## src/hw/tcgcd_pkg.sv

```systemverilog
package tcgcd_pkg;

    // ------------------------------------------------------------
    // register byte addresses
    // ------------------------------------------------------------
    localparam logic [7:0] ADDR_ARG_LOW    = 8'h0c;
    localparam logic [7:0] ADDR_COMMAND    = 8'h10;
    localparam logic [7:0] ADDR_STATUS     = 8'h14;
    localparam logic [7:0] ADDR_AREA_BASE  = 8'h20;
    localparam int         AREA_BYTES      = 14;
    localparam logic [7:0] ADDR_AREA_LAST  = 8'h54;

    // ------------------------------------------------------------
    // command codes
    // ------------------------------------------------------------
    localparam logic [7:0] CMD_IDLE        = 8'h00;
    localparam logic [7:0] CMD_FACTORY_CAL = 8'h0a;
    localparam logic [7:0] CMD_DOWNLOAD    = 8'h0b;
    localparam logic [7:0] CMD_PIN_CTRL    = 8'h0f;

    // ------------------------------------------------------------
    // field positions
    // ------------------------------------------------------------
    localparam int BIT_FACTORY_CAL  = 0;
    localparam int BIT_ALGO_STATE   = 1;
    localparam int PIN0_LSB         = 0;
    localparam int PIN1_LSB         = 4;
    localparam int ST_CAL_BUSY      = 0;
    localparam int ST_FACTORY       = 1;
    localparam int ST_ALGO          = 2;
    localparam int ST_PIN0_LEVEL    = 3;
    localparam int ST_PIN1_LEVEL    = 4;

    // ------------------------------------------------------------
    // general pin mode encoding
    // ------------------------------------------------------------
    localparam logic [3:0] MODE_DISABLED   = 4'h0;
    localparam logic [3:0] MODE_IN_LOW     = 4'h1;
    localparam logic [3:0] MODE_IN_HIGH    = 4'h2;
    localparam logic [3:0] MODE_LASER      = 4'h3;
    localparam logic [3:0] MODE_DRIVE_LOW  = 4'h4;
    localparam logic [3:0] MODE_DRIVE_HIGH = 4'h5;

    // ------------------------------------------------------------
    // reset values
    // ------------------------------------------------------------
    localparam logic [7:0]  RST_BYTE       = 8'h00;
    localparam logic [31:0] RST_WORD       = 32'h0000_0000;

endpackage : tcgcd_pkg

```

## src/hw/tcgcd_pin.sv

```systemverilog
`timescale 1ns/10ps

// one general pin: input filter, stop/restart events and output driver
module tcgcd_pin (
    // clock and reset
    input  wire logic       sys_clk,
    input  wire logic       rst_b,
    input  wire logic       ce,
    // control
    input  wire logic [3:0] mode,
    input  wire logic       laser_pulse,
    // pin
    input  wire logic       pin_i,
    output logic            pin_o,
    output logic            pin_oe,
    // events
    output logic            level_q,
    output logic            abort_q,
    output logic            restart_q
);

    logic [2:0] sync_q;
    logic       level_d;
    logic       changed;

    // --------------------------------------------------------
    // three-stage input capture, level taken when stages 2, 3 agree
    // --------------------------------------------------------
    always_ff @(posedge sys_clk) begin
        if (!rst_b) begin
            sync_q <= 3'h7; // idle high, same as level_q, no false edge
        end else if (ce) begin
            sync_q <= {sync_q[1:0], pin_i};
        end
    end

    always_comb begin
        level_d = (sync_q[1] == sync_q[2]) ? sync_q[2] : level_q;
        changed = (level_d != level_q);
    end

    always_ff @(posedge sys_clk) begin
        if (!rst_b) begin
            level_q <= 1'b1;
        end else if (ce) begin
            level_q <= level_d;
        end
    end

    // --------------------------------------------------------
    // collection stop and restart from the filtered level
    // --------------------------------------------------------
    always_ff @(posedge sys_clk) begin
        if (!rst_b) begin
            abort_q   <= 1'b0;
            restart_q <= 1'b0;
        end else if (ce) begin
            abort_q   <= 1'b0;
            restart_q <= 1'b0;
            if (changed && mode == tcgcd_pkg::MODE_IN_LOW) begin
                abort_q   <= !level_d;
                restart_q <= level_d;
            end else if (changed && mode == tcgcd_pkg::MODE_IN_HIGH) begin
                abort_q   <= level_d;
                restart_q <= !level_d;
            end
        end
    end

    // --------------------------------------------------------
    // output driver, reserved codes behave as disabled
    // --------------------------------------------------------
    always_ff @(posedge sys_clk) begin
        if (!rst_b) begin
            pin_o  <= 1'b0;
            pin_oe <= 1'b0;
        end else if (ce) begin
            unique case (mode)
                tcgcd_pkg::MODE_LASER: begin
                    pin_o  <= laser_pulse;
                    pin_oe <= 1'b1;
                end
                tcgcd_pkg::MODE_DRIVE_LOW: begin
                    pin_o  <= 1'b0;
                    pin_oe <= 1'b1;
                end
                tcgcd_pkg::MODE_DRIVE_HIGH: begin
                    pin_o  <= 1'b1;
                    pin_oe <= 1'b1;
                end
                default: begin
                    pin_o  <= 1'b0;
                    pin_oe <= 1'b0;
                end
            endcase
        end
    end

endmodule : tcgcd_pin

```

## src/hw/tcgcd_top.sv

```systemverilog
`timescale 1ns/10ps

// Behaviour
// - command 0x0A starts factory calibration in the measurement core.
// - calibration result is stored as 14 bytes from data area 0x20 up.
// - command 0x0B loads host data already written into the data area.
// - download argument bit 0 marks factory calibration present in area.
// - command 0x0F applies pin control without starting a measurement.
// - argument bits 3:0 set pin zero mode, bits 7:4 pin one mode.
// - mode 0 disabled, 3 laser pulse out, 4 drive low, 5 drive high.
// - mode 1 input low stops collection, return high restarts.
// - mode 2 input high stops collection, return low restarts.
module tcgcd_top (
    // clock and reset
    input  wire logic         sys_clk,
    input  wire logic         rst_b,
    input  wire logic         ce,
    // apb slave
    input  wire logic         psel,
    input  wire logic         penable,
    input  wire logic         pwrite,
    input  wire logic [7:0]   paddr,
    input  wire logic [31:0]  pwdata,
    output logic              pready,
    output logic [31:0]       prdata,
    output logic              pslverr,
    // measurement core
    output logic              cal_start_q,
    input  wire logic         cal_done,
    input  wire logic [111:0] cal_result,
    output logic              dl_strobe_q,
    output logic              factory_cal_present_q,
    output logic              algo_state_present_q,
    output logic [111:0]      cal_area_q,
    input  wire logic         laser_pulse,
    output logic              meas_abort_q,
    output logic              meas_restart_q,
    // general pins
    input  wire logic         general_pin_zero_i,
    output logic              general_pin_zero_o,
    output logic              general_pin_zero_oe,
    input  wire logic         general_pin_one_i,
    output logic              general_pin_one_o,
    output logic              general_pin_one_oe
);

    logic [7:0] command_q;
    logic [7:0] arg_low_q;
    logic [7:0] pin_ctrl_q;
    logic       cal_busy_q;
    logic       wr_en;
    logic       rd_setup;
    logic       cmd_wr;
    logic       area_hit;
    logic [3:0] area_idx;
    logic [7:0] area_off;
    logic [31:0] rd_d;
    logic        err_d;
    logic [1:0]  pin_in;
    logic [1:0]  pin_o;
    logic [1:0]  pin_oe;
    logic [1:0]  pin_lvl;
    logic [1:0]  pin_abort;
    logic [1:0]  pin_restart;

    // ------------------------------------------------------------
    // bus decode
    // ------------------------------------------------------------
    // a write is taken at the edge where psel, penable and pready meet; read data at the setup edge
    assign wr_en    = psel && penable && pready && pwrite;
    assign rd_setup = psel && !penable;
    assign cmd_wr   = wr_en && paddr == tcgcd_pkg::ADDR_COMMAND;
    assign area_off = paddr - tcgcd_pkg::ADDR_AREA_BASE;
    assign area_hit = paddr >= tcgcd_pkg::ADDR_AREA_BASE
                   && paddr <= tcgcd_pkg::ADDR_AREA_LAST
                   && paddr[1:0] == 2'h0;
    assign area_idx = area_off[5:2];

    // read mux and error for the addressed word
    always_comb begin
        rd_d  = tcgcd_pkg::RST_WORD;
        err_d = 1'b0;
        if (area_hit) begin
            rd_d[7:0] = cal_area_q[area_idx*8 +: 8];
        end else begin
            unique case (paddr)
                tcgcd_pkg::ADDR_ARG_LOW: rd_d[7:0] = arg_low_q;
                tcgcd_pkg::ADDR_COMMAND: rd_d[7:0] = command_q;
                tcgcd_pkg::ADDR_STATUS: begin
                    rd_d[tcgcd_pkg::ST_CAL_BUSY]   = cal_busy_q;
                    rd_d[tcgcd_pkg::ST_FACTORY]    = factory_cal_present_q;
                    rd_d[tcgcd_pkg::ST_ALGO]       = algo_state_present_q;
                    rd_d[tcgcd_pkg::ST_PIN0_LEVEL] = pin_lvl[0];
                    rd_d[tcgcd_pkg::ST_PIN1_LEVEL] = pin_lvl[1];
                end
                default: err_d = 1'b1;
            endcase
        end
    end

    // ------------------------------------------------------------
    // apb answer: ready in the first access cycle
    // ------------------------------------------------------------
    always_ff @(posedge sys_clk) begin
        if (!rst_b) begin
            pready  <= 1'b0;
            prdata  <= tcgcd_pkg::RST_WORD;
            pslverr <= 1'b0;
        end else if (ce) begin
            pready  <= rd_setup;
            pslverr <= rd_setup && err_d;
            if (rd_setup && !pwrite) begin
                prdata <= rd_d;
            end
        end
    end

    // ------------------------------------------------------------
    // argument byte
    // ------------------------------------------------------------
    always_ff @(posedge sys_clk) begin
        if (!rst_b) begin
            arg_low_q <= tcgcd_pkg::RST_BYTE;
        end else if (ce && wr_en && paddr == tcgcd_pkg::ADDR_ARG_LOW) begin
            arg_low_q <= pwdata[7:0];
        end
    end

    // ------------------------------------------------------------
    // command register: held while calibration runs, else clears
    // ------------------------------------------------------------
    always_ff @(posedge sys_clk) begin
        if (!rst_b) begin
            command_q <= tcgcd_pkg::CMD_IDLE;
        end else if (ce) begin
            if (cmd_wr && !cal_busy_q) begin
                command_q <= pwdata[7:0];
            end else if (!cal_busy_q) begin
                command_q <= tcgcd_pkg::CMD_IDLE;
            end else if (cal_done) begin
                command_q <= tcgcd_pkg::CMD_IDLE;
            end
        end
    end

    // ------------------------------------------------------------
    // factory calibration sequencing
    // ------------------------------------------------------------
    always_ff @(posedge sys_clk) begin
        if (!rst_b) begin
            cal_busy_q  <= 1'b0;
            cal_start_q <= 1'b0;
        end else if (ce) begin
            cal_start_q <= 1'b0;
            if (cmd_wr && !cal_busy_q
                && pwdata[7:0] == tcgcd_pkg::CMD_FACTORY_CAL) begin
                cal_busy_q  <= 1'b1;
                cal_start_q <= 1'b1;
            end else if (cal_done) begin
                cal_busy_q  <= 1'b0;
            end
        end
    end

    // ------------------------------------------------------------
    // data area, one byte per word; calibration result wins
    // ------------------------------------------------------------
    for (genvar i = 0; i < tcgcd_pkg::AREA_BYTES; i++) begin : g_area
        always_ff @(posedge sys_clk) begin
            if (!rst_b) begin
                cal_area_q[i*8 +: 8] <= tcgcd_pkg::RST_BYTE;
            end else if (ce) begin
                if (cal_busy_q && cal_done) begin
                    cal_area_q[i*8 +: 8] <= cal_result[i*8 +: 8];
                end else if (wr_en && area_hit && area_idx == i) begin
                    cal_area_q[i*8 +: 8] <= pwdata[7:0];
                end
            end
        end
    end

    // ------------------------------------------------------------
    // download command: content flags and load strobe
    // ------------------------------------------------------------
    always_ff @(posedge sys_clk) begin
        if (!rst_b) begin
            dl_strobe_q           <= 1'b0;
            factory_cal_present_q <= 1'b0;
            algo_state_present_q  <= 1'b0;
        end else if (ce) begin
            dl_strobe_q <= 1'b0;
            if (cmd_wr && !cal_busy_q
                && pwdata[7:0] == tcgcd_pkg::CMD_DOWNLOAD) begin
                dl_strobe_q           <= 1'b1;
                factory_cal_present_q <=
                    arg_low_q[tcgcd_pkg::BIT_FACTORY_CAL];
                // algorithm state is only valid with calibration present
                algo_state_present_q  <=
                    arg_low_q[tcgcd_pkg::BIT_ALGO_STATE]
                    && arg_low_q[tcgcd_pkg::BIT_FACTORY_CAL];
            end
        end
    end

    // ------------------------------------------------------------
    // pin control byte, kept until the next pin command
    // ------------------------------------------------------------
    always_ff @(posedge sys_clk) begin
        if (!rst_b) begin
            pin_ctrl_q <= tcgcd_pkg::RST_BYTE;
        end else if (ce && cmd_wr && !cal_busy_q
                     && pwdata[7:0] == tcgcd_pkg::CMD_PIN_CTRL) begin
            pin_ctrl_q <= arg_low_q;
        end
    end

    // ------------------------------------------------------------
    // general pins
    // ------------------------------------------------------------
    assign pin_in = {general_pin_one_i, general_pin_zero_i};

    for (genvar p = 0; p < 2; p++) begin : g_pin
        tcgcd_pin u_pin (
            .sys_clk     (sys_clk),
            .rst_b       (rst_b),
            .ce          (ce),
            .mode        (pin_ctrl_q[p*4 +: 4]),
            .laser_pulse (laser_pulse),
            .pin_i       (pin_in[p]),
            .pin_o       (pin_o[p]),
            .pin_oe      (pin_oe[p]),
            .level_q     (pin_lvl[p]),
            .abort_q     (pin_abort[p]),
            .restart_q   (pin_restart[p])
        );
    end

    assign general_pin_zero_o  = pin_o[0];
    assign general_pin_zero_oe = pin_oe[0];
    assign general_pin_one_o   = pin_o[1];
    assign general_pin_one_oe  = pin_oe[1];

    // ------------------------------------------------------------
    // combined stop and restart towards the core
    // ------------------------------------------------------------
    always_ff @(posedge sys_clk) begin
        if (!rst_b) begin
            meas_abort_q   <= 1'b0;
            meas_restart_q <= 1'b0;
        end else if (ce) begin
            meas_abort_q   <= |pin_abort;
            meas_restart_q <= |pin_restart && !(|pin_abort);
        end
    end

endmodule : tcgcd_top

```

## config.mk

```make
export PLATFORM = sky130hd
export DESIGN_NAME = tcgcd_top
export DESIGN_NICKNAME = d
export VERILOG_FILES = /design/src/hw/tcgcd_pkg.sv /design/src/hw/tcgcd_pin.sv /design/src/hw/tcgcd_top.sv
export SDC_FILE = /design/constraint.sdc
export NUM_CORES = 1
export LEC_CHECK = 0
export ABC_AREA = 1
export BUFFER_PORTS_ARGS = -buffer_cell sky130_fd_sc_hd__buf_2
export CORE_MARGIN = 5
export CORE_UTILIZATION = 25
export DETAILED_ROUTE_END_ITERATION = 12
export GPL_ROUTABILITY_DRIVEN = 0
export PLACE_DENSITY = 0.41
export SYNTH_ARGS = -nofsm -noshare
export SYNTH_HDL_FRONTEND = slang
export SYNTH_HIERARCHICAL = 1
export SYNTH_SLANG_ARGS = --single-unit
```

## constraint.sdc

```tcl
create_clock -name sys_clk -period 2.12 [get_ports sys_clk]
set_input_delay 0.424 -clock sys_clk [delete_from_list [all_inputs] [get_ports sys_clk]]
set_output_delay 0.424 -clock sys_clk [all_outputs]
set_load 0.05 [all_outputs]
```

* After elaboration in Yosys (flattened, before gate mapping)
Index checks and enable logic that the tools add are counted.
** Word-level totals
- Output and inout port bits :: 156
- Bits in read-only memories :: 0
- Bits in writable memories :: 0
- Input bits :: 162
- Register bits :: 169
- Logic and storage cells :: 216
- Memories kept :: 0
- Latch bits :: 0
** Cells by class
- Eq/ne operators :: 34
- Add/subtract/negate cells :: 1
- Bitwise operators :: 0
- Reductions and logical operators :: 85
- Muxes and demuxes :: 54
- Order comparisons :: 2
- Multipliers :: 0
- Divide/modulo/power cells :: 0
- Shift operators :: 1
** Operators with widths (number)
- 2-to-1 mux 8 bit :: 32
- indexed part select 112 x 8 -> 8 bit :: 1
- logical AND 1 bit :: 39
- AND reduction 2 bit :: 18
- == test 4 x 3 -> 1 bit, second input constant :: 8
- == test 8 x 4 -> 1 bit, second input constant :: 4
- nonzero test 2 bit :: 15
- == test 4 x 2 -> 1 bit, second input constant :: 6
- == test 4 bit, second input constant :: 6
- 2-to-1 mux 1 bit :: 18
- == test 8 x 5 -> 1 bit, second input constant :: 2
- case mux 5 bit (3 select lines) :: 1
- == test 4 x 1 -> 1 bit, second input constant :: 3
- OR reduction 3 bit :: 3
- greater-or-equal comparator 8 x 6 -> 1 bit, second input constant :: 1
- less-or-equal comparator 8 x 7 -> 1 bit, second input constant :: 1
- logical NOT 1 bit :: 6
- case mux 3 bit (2 select lines) :: 1
- subtractor 6 bit, second input constant :: 1
- logical NOT 4 bit :: 1
- case mux 1 bit (2 select lines) :: 2
- OR reduction 2 bit :: 2
- != test 3 x 2 -> 1 bit, second input constant :: 1
- == test 1 bit :: 2
- other kinds (2) :: 3

* Depth between registers and ports, before layout
Gate-level depths: netlist (run 1).
- Depth after elaboration :: 8
- Gate-level depth with buffers :: 14
- Gate-level depth less buffers :: 11

* By module
The synthesis (run 1) kept the hierarchy.
** Modules (own cells, without submodules)
- tcgcd_top :: cells an instance 1648, instances 1, area an instance 9540.4 um^2, seq. area each 3062.9 um^2
- tcgcd_pin :: cells an instance 62, instances 2, area an instance 414.1 um^2, seq. area each 160.2 um^2

* Worst setup path after synthesis (run 1)
No wires, ideal clock.
- Kind :: reg-to-reg
- From :: reg pready
- To :: reg cal_area_q[85]
- Library setup time :: 117 ps
- Data required time :: 2003 ps
- Arrival :: 1801 ps
- Cell stages (with the launch flop) :: 10
- Setup slack :: 202 ps
- Period minus slack after synthesis :: 1918 ps
- Buffers on the path :: 2
- Path through :: dfxtp_1 -> nand4_1 -> nor2_4 -> buf_6 -> nand2_1 -> nand2_2 -> buf_4 -> nand3_1 -> nand2_1 -> nor2_1
** Between the ends
- Longest elaborated chain between the ends :: 6
** RTL lines
- start, declared :: line tcgcd_top.sv:24 : output logic pready,
- start signal, assigned :: line tcgcd_top.sv:110 : pready <= rd_setup;
- logical AND 1 bit (2 in a row) :: line tcgcd_top.sv:70 : assign wr_en = psel && penable && pready && pwrite;
- logical AND 1 bit (2 in a row) :: line tcgcd_top.sv:175 : end else if (wr_en && area_hit && area_idx == i) begin
- nonzero test 2 bit (no line)
- AND reduction 2 bit (no line)
- end signal, assigned by index :: line tcgcd_top.sv:171 : cal_area_q[i*8 +: 8] <= tcgcd_pkg::RST_BYTE;
- end signal, assigned by index :: line tcgcd_top.sv:174 : cal_area_q[i*8 +: 8] <= cal_result[i*8 +: 8];
- end signal, assigned by index :: line tcgcd_top.sv:176 : cal_area_q[i*8 +: 8] <= pwdata[7:0];
- end, declared :: line tcgcd_top.sv:34 : output logic [111:0] cal_area_q,
No other way between the ends.
A chain may end at the register's enable or synchronous reset.

* Worst setup path in the final report (run 1)
- From :: reg cal_busy_q
- To :: reg cal_area_q[16]
** Between the ends
- Longest elaborated chain between the ends :: 3
- Elaborated cells on any way between the ends :: 4
- Classes of those cells :: mux (1); reduce/logical (3)
** RTL lines
- start, declared :: line tcgcd_top.sv:50 : logic cal_busy_q;
- start signal, assigned :: line tcgcd_top.sv:151 : cal_busy_q <= 1'b0;
- start signal, assigned :: line tcgcd_top.sv:157 : cal_busy_q <= 1'b1;
- start signal, assigned :: line tcgcd_top.sv:160 : cal_busy_q <= 1'b0;
- logical AND 1 bit * :: line tcgcd_top.sv:173 : if (cal_busy_q && cal_done) begin
- nonzero test 2 bit (no line)
- AND reduction 2 bit (no line)
Mark *: on every way between the ends. The rest lies on a longest branch, timed or not.

==> run_results.csv, run 1 <==
group,metric,value,unit
power,p_leak,6.87,nW
worst_setup_path,crit_type,"reg2reg",
synthesis,synth_top_cell_by_area,"dfxtp_1",
synthesis,ys_seq_elements,169,
timing,tns,0,ns
floorplan,die_width,214,um
worst_setup_path,crit_arrival,2.08,ns
floorplan,io_pins,318,
grt,grt_overflow,0,
synthesis,ys_seq_area_share,32.6,%
run,cap_viol_max_count,0,
timing,worst_slew_pin_slew,0.798,ns
routing,routedWlPerCell,17.2,um
clock_tree,cts_resized,0,
finish,final_cell_mix,"nand2_1 (570), nand3_1 (291), buf_2 (266), nor2_1 (175), inv_1 (171)",
clock_tree,cts_buffer_depth,2,
synthesis,synth_enable_flop_cells,0,
synthesis,synth_warnings,6,
floorplan,initial_core_util,25.3,%
worst_setup_path,r2r-start,"cal_busy_q",
timing,relSlewSlack,46.8,%
floorplan,die_h,214,um
timing,final_hold_viol_count,0,
finish,nets,2170,
synthesis,yosysUniqueCellTypes,26,
synthesis,async_flop_share,0,%
routing,dr.first_iter.drc_count,773,
clock_tree,numCtsBuffers,17,
clock_tree,clk_latency,0.44,ns
clock_tree,cts.clk_slew.worst_paths,0.07,ns
worst_setup_path,cp.required,2.50,ns
synthesis,yosysTopAreaCellShare,32.6,%
timing,skew,0.0125,ns
clock_tree,cts_setup_buffers,0,
floorplan,rows,74,
routing,wl,44000,um
synthesis,ys.flop_type,"dfxtp_1",
clock_tree,cts.sinks,169,
power,p_per_area,592,nW/um2
synthesis,postSynthCellCount,1772,
timing,report.final.slew_viol_count,0,
timing,post-route-period-util,80.2,%
timing,fin_ws,0.420,ns
grt,grt_pass1_wl,65600,um
clock_tree,root_buffer,"clkbuf_16",
routing,avgViaCountPerCell,4.56,
finish,final_common_cell,"nand2_1",
timing,setup_viol,0,
finish,drive_above_1_share,20.0,%
power,ir_worst_vdd,0.000372,V
clock_tree,htreeDepth,4,
run_status,status,"complete, no violations",
timing,fmax,0.588,GHz
worst_setup_path,critPathLaunch,"cal_busy_q",
clock_tree,cts_hold_buffers,0,
worst_setup_path,critPathMaxFanout,77,
routing,route.detailed.drc,0,
placed_design,dp_slack,0.165,ns
timing,rsz0062_at_grt,"no",
worst_setup_path,crit_path_end,"cal_area_q[16]",
worst_setup_path,critPathCaptureType,"register",
finish,area_growth,27.7,%
synthesis,synth_area_per_cell,5.85,um2
floorplan,die_area,45600,um2
grt,grt_pass1_vias,10700,
finish,fillCellCount,4722,
grt,globalRouteTotalUtil,18.9,%
worst_setup_path,r2r_cells,7,
timing,min_period,1.70,ns
worst_setup_path,r2r_end,"cal_area_q[16]",
floorplan,core-area,40900,um2
routing,drtPass1Iterations,5,
placed_design,dp_hpwl,32700,um
synthesis,synth_area_leaders,"dfxtp_1 (33%), nand2_1 (21%), nand3_1 (14%)",
synthesis,netlist_area,10400,um2
worst_setup_path,start_kind,"register",
grt,antenna_found_initial,5,
worst_setup_path,regToRegSetupSlack,0.42,ns
routing,ant_nets,0,
placed_design,numPortBuffers,269,
grt,grt_max_degree,114,
clock_tree,cts_tree,"built",
routing,vias,11600,
min_path,min_path_type,"in2reg",
## per-layer routing
layer | wire [um] | vias up | global-route usage (%)
met5 | 46 | - | 0
met4 | 453 | 8 | 3.16
met3 | 2830 | 27 | 4.78
met2 | 20500 | 294 | 30.2
met1 | 20200 | 5297 | 26.2
li1 | - | 6020 | -
## sequential cells by signal, summed over array words and instances (netlist names)
name / count
cal_area_q: 112
arg_low_q: 8
command_q: 8
pin_ctrl_q: 8
prdata: 8
g_pin.u_pin/sync_q: 6
g_pin.u_pin/abort_q: 2
g_pin.u_pin/level_q: 2
g_pin.u_pin/pin_o: 2
g_pin.u_pin/pin_oe: 2
g_pin.u_pin/restart_q: 2
algo_state_present_q: 1
cal_busy_q: 1
cal_start_q: 1
dl_strobe_q: 1
factory_cal_present_q: 1
meas_abort_q: 1
meas_restart_q: 1
pready: 1
pslverr: 1
## cell families (layout without fill, tap and decap cells)
| group | Yosys count | in the layout | share of synthesized area [%] |
|---|---|---|---|
| simple gates | 1083 | 1083 | 44.1 |
| buf+inv | 319 | 545 | 13.3 |
| compound gates | 200 | 200 | 9.87 |
| flops | 169 | 169 | 32.6 |
| other cells | 1 | 25 | 0.0362 |
## through the flow
step	util, %	power, mW	hold slack, ns	instances	cell area, um2
floorplan	-	3.90	0.429	1795	10500
global placement	30.7	4.27	0.443	2521	12600
detailed placement	30.7	4.28	0.447	2521	12600
CTS	32.3	7.96	0.162	2553	13200
global route	32.3	8.20	0.182	2554	13200
finish	32.3	7.84	0.191	2554	13200
## cell usage after synthesis, types with 2 or more instances
library cell	instances
nor2_1	175
nand2_1	570
nor2_4	4
nand4_1	10
o21ai_1	19
buf_2	26
clkbuf_1	57
nand3_1	291
buf_6	3
inv_1	171
nand2_2	18
a21oi_2	4
o22ai_1	2
nor3_1	3
a21oi_1	149
buf_4	35
o211ai_1	2
o21ai_0	24
dfxtp_1	169
buf_1	20
nor2_2	9
inv_2	7
## worst min-delay path by stage
| stage | start | end | slack, ns | depth (start not counted) |
|---|---|---|---|---|
| 3_5_place_dp | g_pin[1].u_pin/sync_q[0] | g_pin[1].u_pin/sync_q[0] | 0.45 | 2 |
| 3_3_place_gp | g_pin[1].u_pin/sync_q[0] | g_pin[1].u_pin/sync_q[0] | 0.44 | 2 |
| 6_report | general_pin_one_i | g_pin[1].u_pin/sync_q[0] | 0.19 | 3 |
| 2_1_floorplan | g_pin[0].u_pin/sync_q[0] | g_pin[0].u_pin/sync_q[0] | 0.43 | 2 |
| 4_1_cts | general_pin_one_i | g_pin[1].u_pin/sync_q[0] | 0.16 | 3 |
| 5_1_grt | general_pin_one_i | g_pin[1].u_pin/sync_q[0] | 0.18 | 3 |
## cell type report
type                       instances  area, um2  share of cell area, %
antenna                            1       2.50                 0.0189
clock buffer                      25        475                   3.59
clock inverter                     7        186                   1.41
inverter                         178        668                   5.05
multi-input combinational       1307       5690                   43.0
sequential                       169       3390                   25.6
tap                              532        666                   5.03
timing repair buffer             335       2170                   16.4
## worst max-delay path, cell delays in order (launching register included)
cell and delay [ns]:
dfxtp_4 0.36, buf_4 0.61, nand3_1 0.24, nand2_1 0.13
inv_1 0.04, nand3_1 0.07, nand2_1 0.06, nor2_1 0.11
## report_power, final
part / leakage (nW) / switching [mW] / internal, mW
clock: 0.320 / 1.36 / 2.28
combinational: 5.18 / 0.695 / 0.280
sequential: 1.37 / 0.0223 / 3.20
(Power assumes the default switching activity.)
==> run 2: changes to the inputs <==
==> constraint.sdc (replaced) <==
create_clock -name sys_clk -period 1.6 [get_ports sys_clk]
set_input_delay 0.32 -clock sys_clk [delete_from_list [all_inputs] [get_ports sys_clk]]
set_output_delay 0.32 -clock sys_clk [all_outputs]
set_load 0.05 [all_outputs]
==> run_results.csv, run 2 (same netlist as run 1, synthesis figures left out) <==
group,metric,value,unit
run_status,status,"complete, no violations",
power,power.switching,2.90,mW
min_path,min_path_type,"in2reg",
floorplan,core-area,40900,um2
timing,rsz0062_at_grt,"yes",
routing,dr.first_iter.drc_count,758,
grt,met2_usage,30.7,%
timing,tns,0,ns
timing,fmax,0.633,GHz
timing,report.final.slew_viol_count,0,
grt,grt_pass1_wl,66900,um
clock_tree,cts_hold_buffers,0,
clock_tree,root_buffer,"clkbuf_16",
placed_design,dp_slack,-0.219,ns
timing,skew,0.00910,ns
timing,worst_slew_pin_slew,0.638,ns
worst_setup_path,crit_slowest_cell,"dfxtp_4",
timing,hold_ws,0.0792,ns
placed_design,dp_hpwl,33900,um
finish,fillCellCount,4625,
grt,grtUsageMet1,26.5,%
worst_setup_path,slowest_delay,0.35,ns
placed_design,place_area,13000,um2
routing,routedWlPerCell,17.7,um
timing,post-route-period-util,98.8,%
worst_setup_path,start_kind,"register",
floorplan,initial_core_util,25.3,%
worst_setup_path,critPathLaunch,"pready",
clock_tree,numCtsBuffers,17,
floorplan,die_h,214,um
grt,globalRouteTotalUtil,19.1,%
worst_setup_path,crit_type,"reg2reg",
grt,antenna_found_initial,1,
timing,fin_ws,0.0191,ns
finish,area_growth,36.8,%
clock_tree,htreeDepth,4,
routing,vias,11900,
worst_setup_path,critPathMaxFanout,8,
routing,drtPass1Iterations,5,
placed_design,numPortBuffers,269,
power,p_sw_share,28.5,%
timing,relSlewSlack,57.5,%
power,p_comb_share,13.9,%
worst_setup_path,crit_path_cell_trace,"nand4_1, buf_6, nand3b_1, buf_4, nor2_4, buf_8, nand2_2, a21oi_2",
routing,wl,45900,um
power,cell_internal_pwr,7.29,mW
power,ir_worst_vdd,0.000443,V
floorplan,die_area,45600,um2
run,cap_viol_max_count,0,
timing,final_hold_viol_count,0,
grt,grt_overflow,0,
grt,grt_pass1_vias,11100,
worst_setup_path,crit_arrival,1.97,ns
placed_design,place_inst,2554,
power,power_frac_clock,44.2,%
floorplan,rows,74,
grt,busiest_layer,"met2",
grt,grt_max_degree,123,
power,p_seq_share,41.9,%
finish,drive_above_1_share,25.0,%
clock_tree,cts_buffer_depth,2,
min_path,min_from,"general_pin_one_i",
clock_tree,clk_latency,0.45,ns
finish,regMostFlops,"cal_area_q",
finish,final_cell_mix,"nand2_1 (543), nand3_1 (269), buf_2 (266), nor2_1 (172), inv_1 (171)",
timing,min_period,1.58,ns
grt,grt_use_met3,4.21,%
finish,nets,2214,
power,p_leak,7.28,nW
finish,fin_cells,2596,
floorplan,io_pins,318,
finish,diodes,0,
routing,ant_nets,0,
worst_setup_path,r2r-start,"pready",
clock_tree,cts.sinks,169,
finish,stdcell_area,14200,um2
clock_tree,cts.clk_slew.worst_paths,0.07,ns
finish,post-route-util,34.7,%
routing,route.detailed.drc,0,
finish,final_common_cell,"nand2_1",
timing,setup_viol,0,
routing,avgViaCountPerCell,4.57,
power,p_per_area,719,nW/um2
finish,largest_register_ffs,112,
clock_tree,cts_tree,"built",
floorplan,die_width,214,um
power,p_total,10.2,mW
worst_setup_path,cp.required,1.99,ns
worst_setup_path,critPathCaptureType,"register",
==> run 2: cell types whose count changed in the layout (fill, tap and decap cells not counted), moves of 4 or more <==
cell / before / now
nand2_1: 570 / 543
nand3_1: 291 / 269
buf_4: 43 / 62
nand3_2: 0 / 19
nand2_4: 0 / 16
buf_12: 25 / 38
nand2_2: 18 / 30
clkbuf_16: 17 / 26
a21oi_1: 149 / 142
a21oi_2: 4 / 11
clkbuf_1: 6 / 0
bufinv_16: 6 / 2
==> run 2: metal layers <==
| layer | vias to the layer above | wire length, um | share of wire, % |
|---|---|---|---|
| li1 | 6111 | - | - |
| met4 | 2 | 660 | 1.4 |
| met5 | - | 13 | 0.028 |
| met3 | 27 | 2310 | 5.0 |
| met2 | 265 | 21400 | 47 |
| met1 | 5460 | 21500 | 47 |
==> run 2: path summary, 6_finish.rpt <==
check	to	slack, ns	cells after the start
setup / recovery	command_q[3]	0.02	8
hold / removal	g_pin[1].u_pin/sync_q[0]	0.08	3
hold reg to reg	g_pin[1].u_pin/sync_q[0]	0.46	2
setup reg to reg	command_q[3]	0.02	8
==> run 2: timing repair <==
action	CTS	global route
pin swaps	0	26
setup endpoints to repair	8	50
gates resized for setup	2	85
gates cloned	0	9
setup buffers	0	2
==> run 2: cell type report <==
type,instances,area [um2],share of cell area (%)
Clock buffer,23,519,3.66
Sequential cell,169,3390,23.9
Tap cell,532,666,4.69
Multi-Input combinational cell,1308,6020,42.5
Clock inverter,8,106,0.750
Inverter,178,673,4.75
Timing Repair Buffer,378,2810,19.8
==> run 2: power by group through the flow <==
| stage | sequential (mW) | clock, mW | combinational (mW) |
|---|---|---|---|
| 2_1_floorplan | 4.41 | 0 | 0.764 |
| 3_3_place_gp | 4.37 | 0 | 1.38 |
| 3_5_place_dp | 4.37 | 0 | 1.38 |
| 4_1_cts | 4.27 | 4.64 | 1.39 |
| 5_1_grt | 4.27 | 4.79 | 1.55 |
| 6_report | 4.27 | 4.51 | 1.42 |
==> run 2: critical path, delay by kind of cell, from the launching register on <==
kind / cells / cell delay (ns)
buffers and inverters: 3 / 0.53
and+or+nand+nor: 4 / 0.52
DFF: 1 / 0.35
AOI/OAI and AO/OA: 1 / 0.13
